**src/design/dsc_pkg.sv**
```systemverilog
// Purpose: shared constants for the synth configuration link
// Assumes: 24-bit words, destination in bits 2:0
// Notes: field layout inside each word is fixed here
package dsc_pkg;
  localparam int WORD_W = 24;
  localparam int NREG = 7;
  localparam logic [2:0] ADDR_RF_INT = 3'h0;
  localparam logic [2:0] ADDR_RF_MOD = 3'h1;
  localparam logic [2:0] ADDR_RF_REF = 3'h2;
  localparam logic [2:0] ADDR_MASTER = 3'h3;
  localparam logic [2:0] ADDR_IF_N = 3'h4;
  localparam logic [2:0] ADDR_IF_R = 3'h5;
  localparam logic [2:0] ADDR_IF_CTRL = 3'h6;
  localparam int FRAC_LSB = 3;
  localparam int INT_LSB = 15;
  localparam int MOD_LSB = 3;
  localparam int RF_R_LSB = 3;
  localparam int RF_DBL_BIT = 7;
  localparam int RF_PD_BIT = 5;
  localparam int IF_A_LSB = 3;
  localparam int IF_B_LSB = 9;
  localparam int IF_P_LSB = 21;
  localparam int IF_R_LSB = 3;
  localparam int IF_DBL_BIT = 18;
  localparam int IF_CRST_BIT = 3;
  localparam int IF_PD_BIT = 5;
  localparam logic [7:0] OFS_DATA = 8'h00;
  localparam logic [7:0] OFS_STATUS = 8'h04;
  localparam logic [7:0] OFS_DIV = 8'h08;
  localparam int CLK_PERIOD_NS = 4;
  localparam int SCLK_MIN_PERIOD_NS = 50;
  localparam int SCLK_HALF_CYC = (SCLK_MIN_PERIOD_NS / 2 + CLK_PERIOD_NS - 1) / CLK_PERIOD_NS;
  localparam logic [7:0] DIV_RST = 8'(SCLK_HALF_CYC);
  localparam logic [1:0] RESP_OKAY = 2'h0;
  localparam logic [1:0] RESP_SLVERR = 2'h2;
endpackage

```
**src/design/dsc_link_if.sv**
```systemverilog
// Purpose: three-wire serial link between host and synth
// Assumes: host drives every wire
// Notes: no two-way pins
`timescale 1ns/100ps
interface dsc_link_if;
  logic sclk;
  logic serial_data_input;
  logic latch_strobe;
  modport host (output sclk, output serial_data_input, output latch_strobe);
  modport device (input sclk, input serial_data_input, input latch_strobe);
endinterface

```
**src/design/dsc_sync.sv**
```systemverilog
// Purpose: two-flop synchroniser with rise detect
// Assumes: inputs from outside the clock domain
// Notes: first stage feeds only the second
`timescale 1ns/100ps
module dsc_sync #(
  parameter int W = 1
) (
  input wire logic clk,
  input wire logic reset_n,
  input wire logic [W-1:0] async_in,
  output logic [W-1:0] sync_out,
  output logic [W-1:0] rise
);
  logic [W-1:0] meta_q;
  logic [W-1:0] sync_q;
  logic [W-1:0] last_q;
  always_ff @(posedge clk or negedge reset_n) begin
    if (!reset_n) begin
      meta_q <= '0;
      sync_q <= '0;
      last_q <= '0;
    end else begin
      meta_q <= async_in;
      sync_q <= meta_q;
      last_q <= sync_q;
    end
  end
  assign sync_out = sync_q;
  assign rise = sync_q & ~last_q;
endmodule

```
**src/design/dsc_device.sv**
```systemverilog
// Purpose: synth end, serial latches, power-up gating and dividers
// Assumes: tick inputs come from logic on clk
// Notes: one divider pulse per clk cycle at most
// Operation
// host loads all registers for both sections
// RF only: load 3..0, zero 6..3
// IF powered down until 6..3 loaded
// IF only: load 6..3, zero 3..0
// RF powered down until 3..0 loaded
// RF feedback divides by INT plus FRAC/modulus
// comparison rate is ref times (1+D)/R; code gives at most one pulse per ref tick, so R of 1 with D set gives ref
// IF feedback divides by P times B plus A
// 12-bit modulus, doubler, 4-bit R counter
// host keeps comparison frequency at most 30 MHz
// host raises pump current during frequency jumps
// bits 2:0 of each word pick register
// 24 bits shifted on rise, strobe latches
//
// Decided for this implementation: the address map and the AXI4-Lite slave port.
`timescale 1ns/100ps
module dsc_device (
  input wire logic clk,
  input wire logic reset_n,
  dsc_link_if.device link,
  input wire logic ref_tick,
  input wire logic rf_vco_tick,
  input wire logic if_vco_tick,
  output logic rf_pfd_ref,
  output logic rf_pfd_fb,
  output logic if_pfd_ref,
  output logic if_pfd_fb,
  output logic rf_powered_down,
  output logic if_powered_down,
  output logic [7:0] rf_int,
  output logic [11:0] rf_frac,
  output logic [11:0] fraction_modulus_field,
  output logic [18:0] if_n_ratio,
  output logic [6:0] loaded
);
  logic [2:0] s_level;
  logic [2:0] s_rise;
  logic [dsc_pkg::WORD_W-1:0] shift_q;
  logic [dsc_pkg::WORD_W-1:0] latch_q [dsc_pkg::NREG];
  logic [6:0] loaded_q;
  logic rf_run;
  logic if_run;
  logic [3:0] rf_r;
  logic rf_dbl;
  logic [14:0] if_r;
  logic if_dbl;
  logic [5:0] if_a;
  logic [11:0] if_b;
  logic [1:0] if_p;
  logic [15:0] rf_ref_cnt_q;
  logic [15:0] if_ref_cnt_q;
  logic [16:0] rf_ref_nx;
  logic [16:0] if_ref_nx;
  logic [8:0] rf_fb_cnt_q;
  logic [11:0] acc_q;
  logic carry_q;
  logic [12:0] acc_sum;
  logic [8:0] rf_n_cur;
  logic [18:0] if_fb_cnt_q;

  // pulse flag in the top bit, next count below
  function automatic logic [16:0] ref_step(input logic [15:0] cnt, input logic dbl, input logic [15:0] div);
    logic [16:0] sum;
    logic [16:0] lim;
    sum = 17'(cnt) + 17'h00001 + 17'(dbl);
    lim = (div == 16'h0000) ? 17'h00001 : 17'(div);
    if (sum >= lim) begin
      ref_step = {1'b1, 16'(sum - lim)};
    end else begin
      ref_step = {1'b0, sum[15:0]};
    end
  endfunction

  dsc_sync #(.W(3)) u_sync (
    .clk(clk),
    .reset_n(reset_n),
    .async_in({link.latch_strobe, link.serial_data_input, link.sclk}),
    .sync_out(s_level),
    .rise(s_rise)
  );

  // data and clock share sync latency, so data is stable here
  always_ff @(posedge clk or negedge reset_n) begin
    if (!reset_n) begin
      shift_q <= 24'h000000;
    end else if (s_rise[0]) begin
      shift_q <= {shift_q[dsc_pkg::WORD_W-2:0], s_level[1]};
    end
  end

  // address 7 names no latch and is dropped
  always_ff @(posedge clk or negedge reset_n) begin
    if (!reset_n) begin
      for (int i = 0; i < dsc_pkg::NREG; i++) begin
        latch_q[i] <= 24'h000000;
      end
    end else if (s_rise[2] && shift_q[2:0] != 3'h7) begin
      latch_q[shift_q[2:0]] <= shift_q;
    end
  end

  always_ff @(posedge clk or negedge reset_n) begin
    if (!reset_n) begin
      loaded_q <= 7'h00;
    end else if (s_rise[2] && shift_q[2:0] != 3'h7) begin
      loaded_q[shift_q[2:0]] <= 1'b1;
    end
  end

  assign loaded = loaded_q;

  // all-zero words count as loads; they can bring the section up
  assign rf_run = (&loaded_q[3:0]) && !latch_q[dsc_pkg::ADDR_MASTER][dsc_pkg::RF_PD_BIT];
  assign if_run = (&loaded_q[6:3]) && !latch_q[dsc_pkg::ADDR_IF_CTRL][dsc_pkg::IF_PD_BIT]
                  && !latch_q[dsc_pkg::ADDR_IF_CTRL][dsc_pkg::IF_CRST_BIT];

  always_ff @(posedge clk or negedge reset_n) begin
    if (!reset_n) begin
      rf_powered_down <= 1'b1;
      if_powered_down <= 1'b1;
    end else begin
      rf_powered_down <= !rf_run;
      if_powered_down <= !if_run;
    end
  end

  assign rf_r = latch_q[dsc_pkg::ADDR_RF_REF][dsc_pkg::RF_R_LSB +: 4];
  assign rf_dbl = latch_q[dsc_pkg::ADDR_RF_REF][dsc_pkg::RF_DBL_BIT];
  assign if_r = latch_q[dsc_pkg::ADDR_IF_R][dsc_pkg::IF_R_LSB +: 15];
  assign if_dbl = latch_q[dsc_pkg::ADDR_IF_R][dsc_pkg::IF_DBL_BIT];
  assign if_a = latch_q[dsc_pkg::ADDR_IF_N][dsc_pkg::IF_A_LSB +: 6];
  assign if_b = latch_q[dsc_pkg::ADDR_IF_N][dsc_pkg::IF_B_LSB +: 12];
  assign if_p = latch_q[dsc_pkg::ADDR_IF_N][dsc_pkg::IF_P_LSB +: 2];

  always_ff @(posedge clk or negedge reset_n) begin
    if (!reset_n) begin
      rf_int <= 8'h00;
      rf_frac <= 12'h000;
      fraction_modulus_field <= 12'h000;
      if_n_ratio <= 19'h00000;
    end else begin
      rf_int <= latch_q[dsc_pkg::ADDR_RF_INT][dsc_pkg::INT_LSB +: 8];
      rf_frac <= latch_q[dsc_pkg::ADDR_RF_INT][dsc_pkg::FRAC_LSB +: 12];
      fraction_modulus_field <= latch_q[dsc_pkg::ADDR_RF_MOD][dsc_pkg::MOD_LSB +: 12];
      // prescaler P is 8 << sel
      if_n_ratio <= (19'(if_b) << (3 + 19'(if_p))) + 19'(if_a);
    end
  end

  // doubling done as a step of two per reference tick
  assign rf_ref_nx = ref_step(rf_ref_cnt_q, rf_dbl, 16'(rf_r));
  assign if_ref_nx = ref_step(if_ref_cnt_q, if_dbl, 16'(if_r));

  always_ff @(posedge clk or negedge reset_n) begin
    if (!reset_n) begin
      rf_ref_cnt_q <= 16'h0000;
      rf_pfd_ref <= 1'b0;
    end else if (!rf_run) begin
      rf_ref_cnt_q <= 16'h0000;
      rf_pfd_ref <= 1'b0;
    end else begin
      rf_pfd_ref <= ref_tick && rf_ref_nx[16];
      if (ref_tick) begin
        rf_ref_cnt_q <= rf_ref_nx[15:0];
      end
    end
  end

  always_ff @(posedge clk or negedge reset_n) begin
    if (!reset_n) begin
      if_ref_cnt_q <= 16'h0000;
      if_pfd_ref <= 1'b0;
    end else if (!if_run) begin
      if_ref_cnt_q <= 16'h0000;
      if_pfd_ref <= 1'b0;
    end else begin
      if_pfd_ref <= ref_tick && if_ref_nx[16];
      if (ref_tick) begin
        if_ref_cnt_q <= if_ref_nx[15:0];
      end
    end
  end

  // fractional divider: INT or INT+1, chosen by the modulus accumulator
  assign rf_n_cur = 9'(rf_int) + 9'(carry_q);
  assign acc_sum = 13'(acc_q) + 13'(rf_frac);

  always_ff @(posedge clk or negedge reset_n) begin
    if (!reset_n) begin
      rf_fb_cnt_q <= 9'h000;
      acc_q <= 12'h000;
      carry_q <= 1'b0;
      rf_pfd_fb <= 1'b0;
    end else if (!rf_run) begin
      rf_fb_cnt_q <= 9'h000;
      acc_q <= 12'h000;
      carry_q <= 1'b0;
      rf_pfd_fb <= 1'b0;
    end else begin
      rf_pfd_fb <= 1'b0;
      if (rf_vco_tick) begin
        if (rf_fb_cnt_q + 9'h001 >= rf_n_cur) begin
          rf_fb_cnt_q <= 9'h000;
          rf_pfd_fb <= 1'b1;
          if (acc_sum >= 13'(fraction_modulus_field)) begin
            acc_q <= 12'(acc_sum - 13'(fraction_modulus_field));
            carry_q <= 1'b1;
          end else begin
            acc_q <= acc_sum[11:0];
            carry_q <= 1'b0;
          end
        end else begin
          rf_fb_cnt_q <= rf_fb_cnt_q + 9'h001;
        end
      end
    end
  end

  always_ff @(posedge clk or negedge reset_n) begin
    if (!reset_n) begin
      if_fb_cnt_q <= 19'h00000;
      if_pfd_fb <= 1'b0;
    end else if (!if_run) begin
      if_fb_cnt_q <= 19'h00000;
      if_pfd_fb <= 1'b0;
    end else begin
      if_pfd_fb <= 1'b0;
      if (if_vco_tick) begin
        if (if_fb_cnt_q + 19'h00001 >= if_n_ratio) begin
          if_fb_cnt_q <= 19'h00000;
          if_pfd_fb <= 1'b1;
        end else begin
          if_fb_cnt_q <= if_fb_cnt_q + 19'h00001;
        end
      end
    end
  end
endmodule

```
**src/flat_wrapper.sv**
```systemverilog
// flat-port wrapper written by rule: the top's interface ports become plain ports
module dsc_device_flat 
  (clk, reset_n, ref_tick, rf_vco_tick, if_vco_tick, rf_pfd_ref, rf_pfd_fb, if_pfd_ref, if_pfd_fb, rf_powered_down, if_powered_down, rf_int, rf_frac, fraction_modulus_field, if_n_ratio, loaded, link_sclk, link_serial_data_input, link_latch_strobe);
  dsc_link_if link_i ();
  input wire logic clk;
  input wire logic reset_n;
  input wire logic ref_tick;
  input wire logic rf_vco_tick;
  input wire logic if_vco_tick;
  output logic rf_pfd_ref;
  output logic rf_pfd_fb;
  output logic if_pfd_ref;
  output logic if_pfd_fb;
  output logic rf_powered_down;
  output logic if_powered_down;
  output logic [7:0] rf_int;
  output logic [11:0] rf_frac;
  output logic [11:0] fraction_modulus_field;
  output logic [18:0] if_n_ratio;
  output logic [6:0] loaded;
  input wire logic [$bits(link_i.sclk)-1:0] link_sclk;
  input wire logic [$bits(link_i.serial_data_input)-1:0] link_serial_data_input;
  input wire logic [$bits(link_i.latch_strobe)-1:0] link_latch_strobe;
  assign link_i.sclk = link_sclk;
  assign link_i.serial_data_input = link_serial_data_input;
  assign link_i.latch_strobe = link_latch_strobe;
  dsc_device u_core (.clk(clk), .reset_n(reset_n), .link(link_i), .ref_tick(ref_tick), .rf_vco_tick(rf_vco_tick), .if_vco_tick(if_vco_tick), .rf_pfd_ref(rf_pfd_ref), .rf_pfd_fb(rf_pfd_fb), .if_pfd_ref(if_pfd_ref), .if_pfd_fb(if_pfd_fb), .rf_powered_down(rf_powered_down), .if_powered_down(if_powered_down), .rf_int(rf_int), .rf_frac(rf_frac), .fraction_modulus_field(fraction_modulus_field), .if_n_ratio(if_n_ratio), .loaded(loaded));
endmodule
```
**config.mk**
```make
export PLATFORM = sky130hd
export DESIGN_NAME = dsc_device_flat
export DESIGN_NICKNAME = d
export VERILOG_FILES = /design/src/design/dsc_pkg.sv /design/src/design/dsc_link_if.sv /design/src/design/dsc_sync.sv /design/src/design/dsc_device.sv /design/src/flat_wrapper.sv
export SDC_FILE = /design/constraint.sdc
export NUM_CORES = 1
export LEC_CHECK = 0
export ABC_AREA = 1
export BUFFER_PORTS_ARGS = -buffer_cell sky130_fd_sc_hd__buf_4
export CAP_MARGIN = 30
export CORE_ASPECT_RATIO = 0.6
export CORE_MARGIN = 1
export CORE_UTILIZATION = 45
export CTS_BUF_LIST = sky130_fd_sc_hd__clkbuf_8
export CTS_CLUSTER_DIAMETER = 80
export CTS_CLUSTER_SIZE = 40
export DETAILED_ROUTE_END_ITERATION = 6
export PLACE_DENSITY_LB_ADDON = 0.08
export SYNTH_ARGS = -nofsm -noshare
export SYNTH_HDL_FRONTEND = slang
export SYNTH_SLANG_ARGS = --single-unit
export TNS_END_PERCENT = 100
```
**constraint.sdc**
```tcl
create_clock -name clk -period 2.96 [get_ports clk]
set_input_delay 0.296 -clock clk [delete_from_list [all_inputs] [get_ports clk]]
set_output_delay 0.296 -clock clk [all_outputs]
set_load 0.05 [all_outputs]
```
==> flow_summary.toml <==
[run_status]
status = "finished, violations left"
violations = "setup timing"

[cts]
clk_pin_slew_worst_paths_ns = 0.22
clock_insertion_delay_worst_skew_ns = 0.62
cts_buffers = 12
cts_tree = "yes"
cts_max_level = 1
clockRootBuffer = "clkbuf_8"
clkSinkCount = 244
cts_buffer_depth = 3

[synth]
synth_adder_area_share = 0.0824
ys_types = 56
synth-seq-cells = 244
ys_seq_area_frac = 0.428
synthesis.area_um2 = 14300
yosys-top-cells-area = "dfrtp_1 42%, nand2_1 13%, ha_1 7.5%"
synthSimpleGateAreaFrac = 0.255
synth_edf_count = 0
synth_xor_area_frac = 0.0527
syn-instance-count = 1820
synth_top_family_by_area = "simple AND/OR/NAND/NOR gates"
synth_compound_area_frac = 0.101
syn_avg_cell_area_um2 = 7.85
syn-num-nets = 1919
synth_mux_area_frac = 0.000701
yosysTopAreaCell = "dfrtp_1"
yosys_warnings = 0
async_reset_ff_frac = 1.00
synth_top_area_frac = 0.424
synth_flop_cell = "dfrtp_1"

[routing]
viasPerCell = 5.17
avgRoutedWirePerCell_um = 16.2
ant_nets = 0
wirelength_um = 40700
drc = 0
first_pass_iters = 5
drt_iter0_markers = 1163
vias = 13020

[pwr]
power.leakage_nw = 9.35
vdd_ir_drop_max_uv = 1330
power_density_nw_per_um2 = 1050
p_total_mw = 19.6

[cells_and_area]
antenna_cells = 0
finish.utilization = 0.596
num-fill-cells = 2746
multi_input_area_um2 = 8260
drive_gt1_frac = 0.280
seqCellArea_um2 = 6120
final_area_um2 = 18600
final_cell_count_no_fill = 2520
nets = 2197
area_delta_synth_final_pct = 30.2

[placement]
dpl_cell_area_um2 = 16600
io_buffer_count = 71
dp_cells = 2430
place_ws_ns = -0.528
gp_routability_congestion = 0.907
hpwl_um = 29000

[timing]
hold_violations = 0
skew_ns = 0.0904
setup_viol = 50
fin_tns_setup_ns = -9.35
slew_headroom = 0.483
drv_slew = 0
min_period_over_period = 1.09
fin_hold_ws_ns = 0.0495
fin_ws_ns = -0.279
finalCriticalPeriod_ns = 3.24
rsz0062_at_grt = "yes"
worst_pin_slew_ns = 0.774
maxClockFrequency_ghz = 0.309

[worst_setup_path]
end_kind = "flip-flop"
cp-start-kind = "flip-flop"
critical_path_class = "flip-flop to flip-flop"
slowest_stage = "dfrtp_1"
rr_endpoint = "u_core.if_ref_cnt_q[7]"
path_max_fanout = 5
critPathRequiredTime_ns = 3.42
reg2reg_slack_ns = -0.28
arrival_ns = 3.70
worstPathCellList = "inv_1 > ha_2 > inv_4 > ha_4 > nand2_2 > inv_2 > nand3_4 > nor2_4 > inv_2 > nor2_4 > buf_6 > xor2_4 > inv_2 > ha_4 > buf_6 > nand2_4 > nor2_4 > nand3_2 > nand2_2 > nand3_4 > nand3b_4 > nand2_1 > nand3_2 > nand2_1"
crit-reg2reg-launch = "u_core.if_ref_cnt_q[0]"
worstRegToRegCells = 24
cp_slowest_stage_delay_ns = 0.41

[floorplan]
initial_core_util = 0.457
rows = 50
io-pin-count = 72
die_area_um2 = 32500
die_y_um = 140
fp.dieW_um = 232
core_area_um2 = 31200

[global_route]
antenna_found_initial = 0
first_global_vias = 11791
grt_max_degree = 86
grt_pass1_wl_um = 63300
track_usage = 0.245
overflow = 0

[min_path]
min_path_type = "input pin to flip-flop"
holdPathEnd = "u_core.rf_fb_cnt_q[0]"
hold-path-cell-count = 4
hp-start = "rf_vco_tick"

[run]
drv_cap = 0
==> registers in the layout, indices dropped and copies added (netlist names), 15 cells and up <==
name,count
u_core.latch_q,40
u_core.if_fb_cnt_q,19
u_core.if_n_ratio,19
u_core.rf_ref_cnt_q,16
u_core.if_r,15
u_core.if_ref_cnt_q,16
u_core.shift_q,23
==> worst max-delay path by stage <==
stage	startpoint	endpoint	cells after the start
6_report	u_core.if_ref_cnt_q[0]	u_core.if_ref_cnt_q[7]	24
3_5_place_dp	u_core.if_ref_cnt_q[0]	u_core.if_ref_cnt_q[3]	23
5_1_grt	u_core.if_ref_cnt_q[0]	u_core.if_ref_cnt_q[11]	24
4_1_cts	u_core.if_ref_cnt_q[0]	u_core.if_ref_cnt_q[4]	24
2_1_floorplan	u_core.rf_frac[0]	u_core.acc_q[4]	18
3_3_place_gp	u_core.if_ref_cnt_q[0]	u_core.if_ref_cnt_q[12]	22
==> kinds of logic after synthesis <==
| group | after synthesis |
|---|---|
| AND/OR/NAND/NOR | 837 |
| XOR/XNOR | 86 |
| adder cells (fa/ha/maj) | 91 |
| buffers and inverters | 298 |
| AO/OA/AOI/OAI | 263 |
| multiplexers | 1 |
| flip-flops | 244 |
==> worst max-delay path, delay by kind of cell (launching register included) <==
family | cells | cell delay [ns]
AND/OR/NAND/NOR | 13 | 1.31
adder cells (fa/ha/maj) | 3 | 0.59
flip-flops | 1 | 0.41
buffers and inverters | 7 | 0.58
XOR/XNOR | 1 | 0.16
==> placed cells by master (no fill, tap or decap), types with 12 or more instances in the layout <==
| cell type | instances |
|---|---|
| nand2_1 | 462 |
| buf_4 | 275 |
| dfrtp_1 | 234 |
| inv_1 | 231 |
| o21ai_0 | 125 |
| nand3_1 | 86 |
| nor2_1 | 78 |
| ha_1 | 65 |
| xor2_1 | 52 |
| nand3_2 | 41 |
| nand2_2 | 40 |
| a21oi_1 | 39 |
| nand4_1 | 33 |
| xnor2_1 | 23 |
| nor2_2 | 22 |
| inv_2 | 22 |
| nor2_4 | 20 |
| o21ai_1 | 19 |
| buf_6 | 18 |
| o21ai_2 | 17 |
| ha_4 | 16 |
| clkbuf_8 | 13 |
| a21oi_2 | 12 |
| o22ai_2 | 12 |
==> cells in the mapped netlist, types with 2 or more instances <==
| cell | count |
|---|---|
| inv_2 | 4 |
| o21ai_1 | 10 |
| fa_1 | 5 |
| o21a_1 | 3 |
| a31oi_1 | 5 |
| dfrtp_1 | 242 |
| ha_1 | 86 |
| o22ai_1 | 17 |
| nand3b_1 | 8 |
| o21bai_1 | 5 |
| nand2_2 | 9 |
| nor2_1 | 106 |
| nor4_1 | 9 |
| o21ai_2 | 2 |
| dfstp_2 | 2 |
| buf_1 | 4 |
| nand3_2 | 5 |
| nor2_4 | 6 |
| nand3_1 | 130 |
| a21oi_1 | 52 |
| o32ai_1 | 3 |
| inv_1 | 248 |
| nand2_1 | 501 |
| buf_2 | 5 |
| nand2_4 | 2 |
| a21o_1 | 7 |
| o2111ai_1 | 2 |
| nand4_1 | 33 |
| xnor2_1 | 27 |
| nor3_1 | 11 |
| buf_4 | 6 |
| o21ai_0 | 149 |
| nor2_2 | 7 |
| clkbuf_1 | 29 |
| xor2_1 | 59 |
==> report_power, final <==
part | switching [mW] | total, mW | internal (mW) | leakage, nW
Sequential | 0.431 | 4.27 | 3.84 | 3.30
Clock | 1.16 | 1.63 | 0.467 | 0.138
Combinational | 7.98 | 13.6 | 5.67 | 5.91
==> layout make-up <==
type | count | share of cell area
timing repair buffer | 306 | 0.133
sequential | 244 | 0.329
clock inverter | 7 | 0.00451
inverter | 253 | 0.0512
tap | 416 | 0.0280
multi-input combinational | 1281 | 0.444
clock buffer | 13 | 0.00962
==> timing repair <==
| action | 4_1_cts | 5_1_grt |
|---|---|---|
| resized for setup | 115 | 174 |
| setup buffers | 36 | 28 |
| endpoints found under the hold margin | 66 | 0 |
| gates cloned | 4 | 0 |
| setup endpoints to repair | 66 | 80 |
| hold buffers | 5 | 0 |
| pin swaps | 66 | 97 |
==> metal layers <==
metal | vias up | wire [um] | GRT usage
met5 | - | 0 | 0
li1 | 6425 | - | -
met3 | 29 | 2280 | 0.0289
met4 | 0 | 465 | 0.0325
met1 | 6207 | 21100 | 0.407
met2 | 359 | 16900 | 0.339
Power figures use the tool's default switching activity.
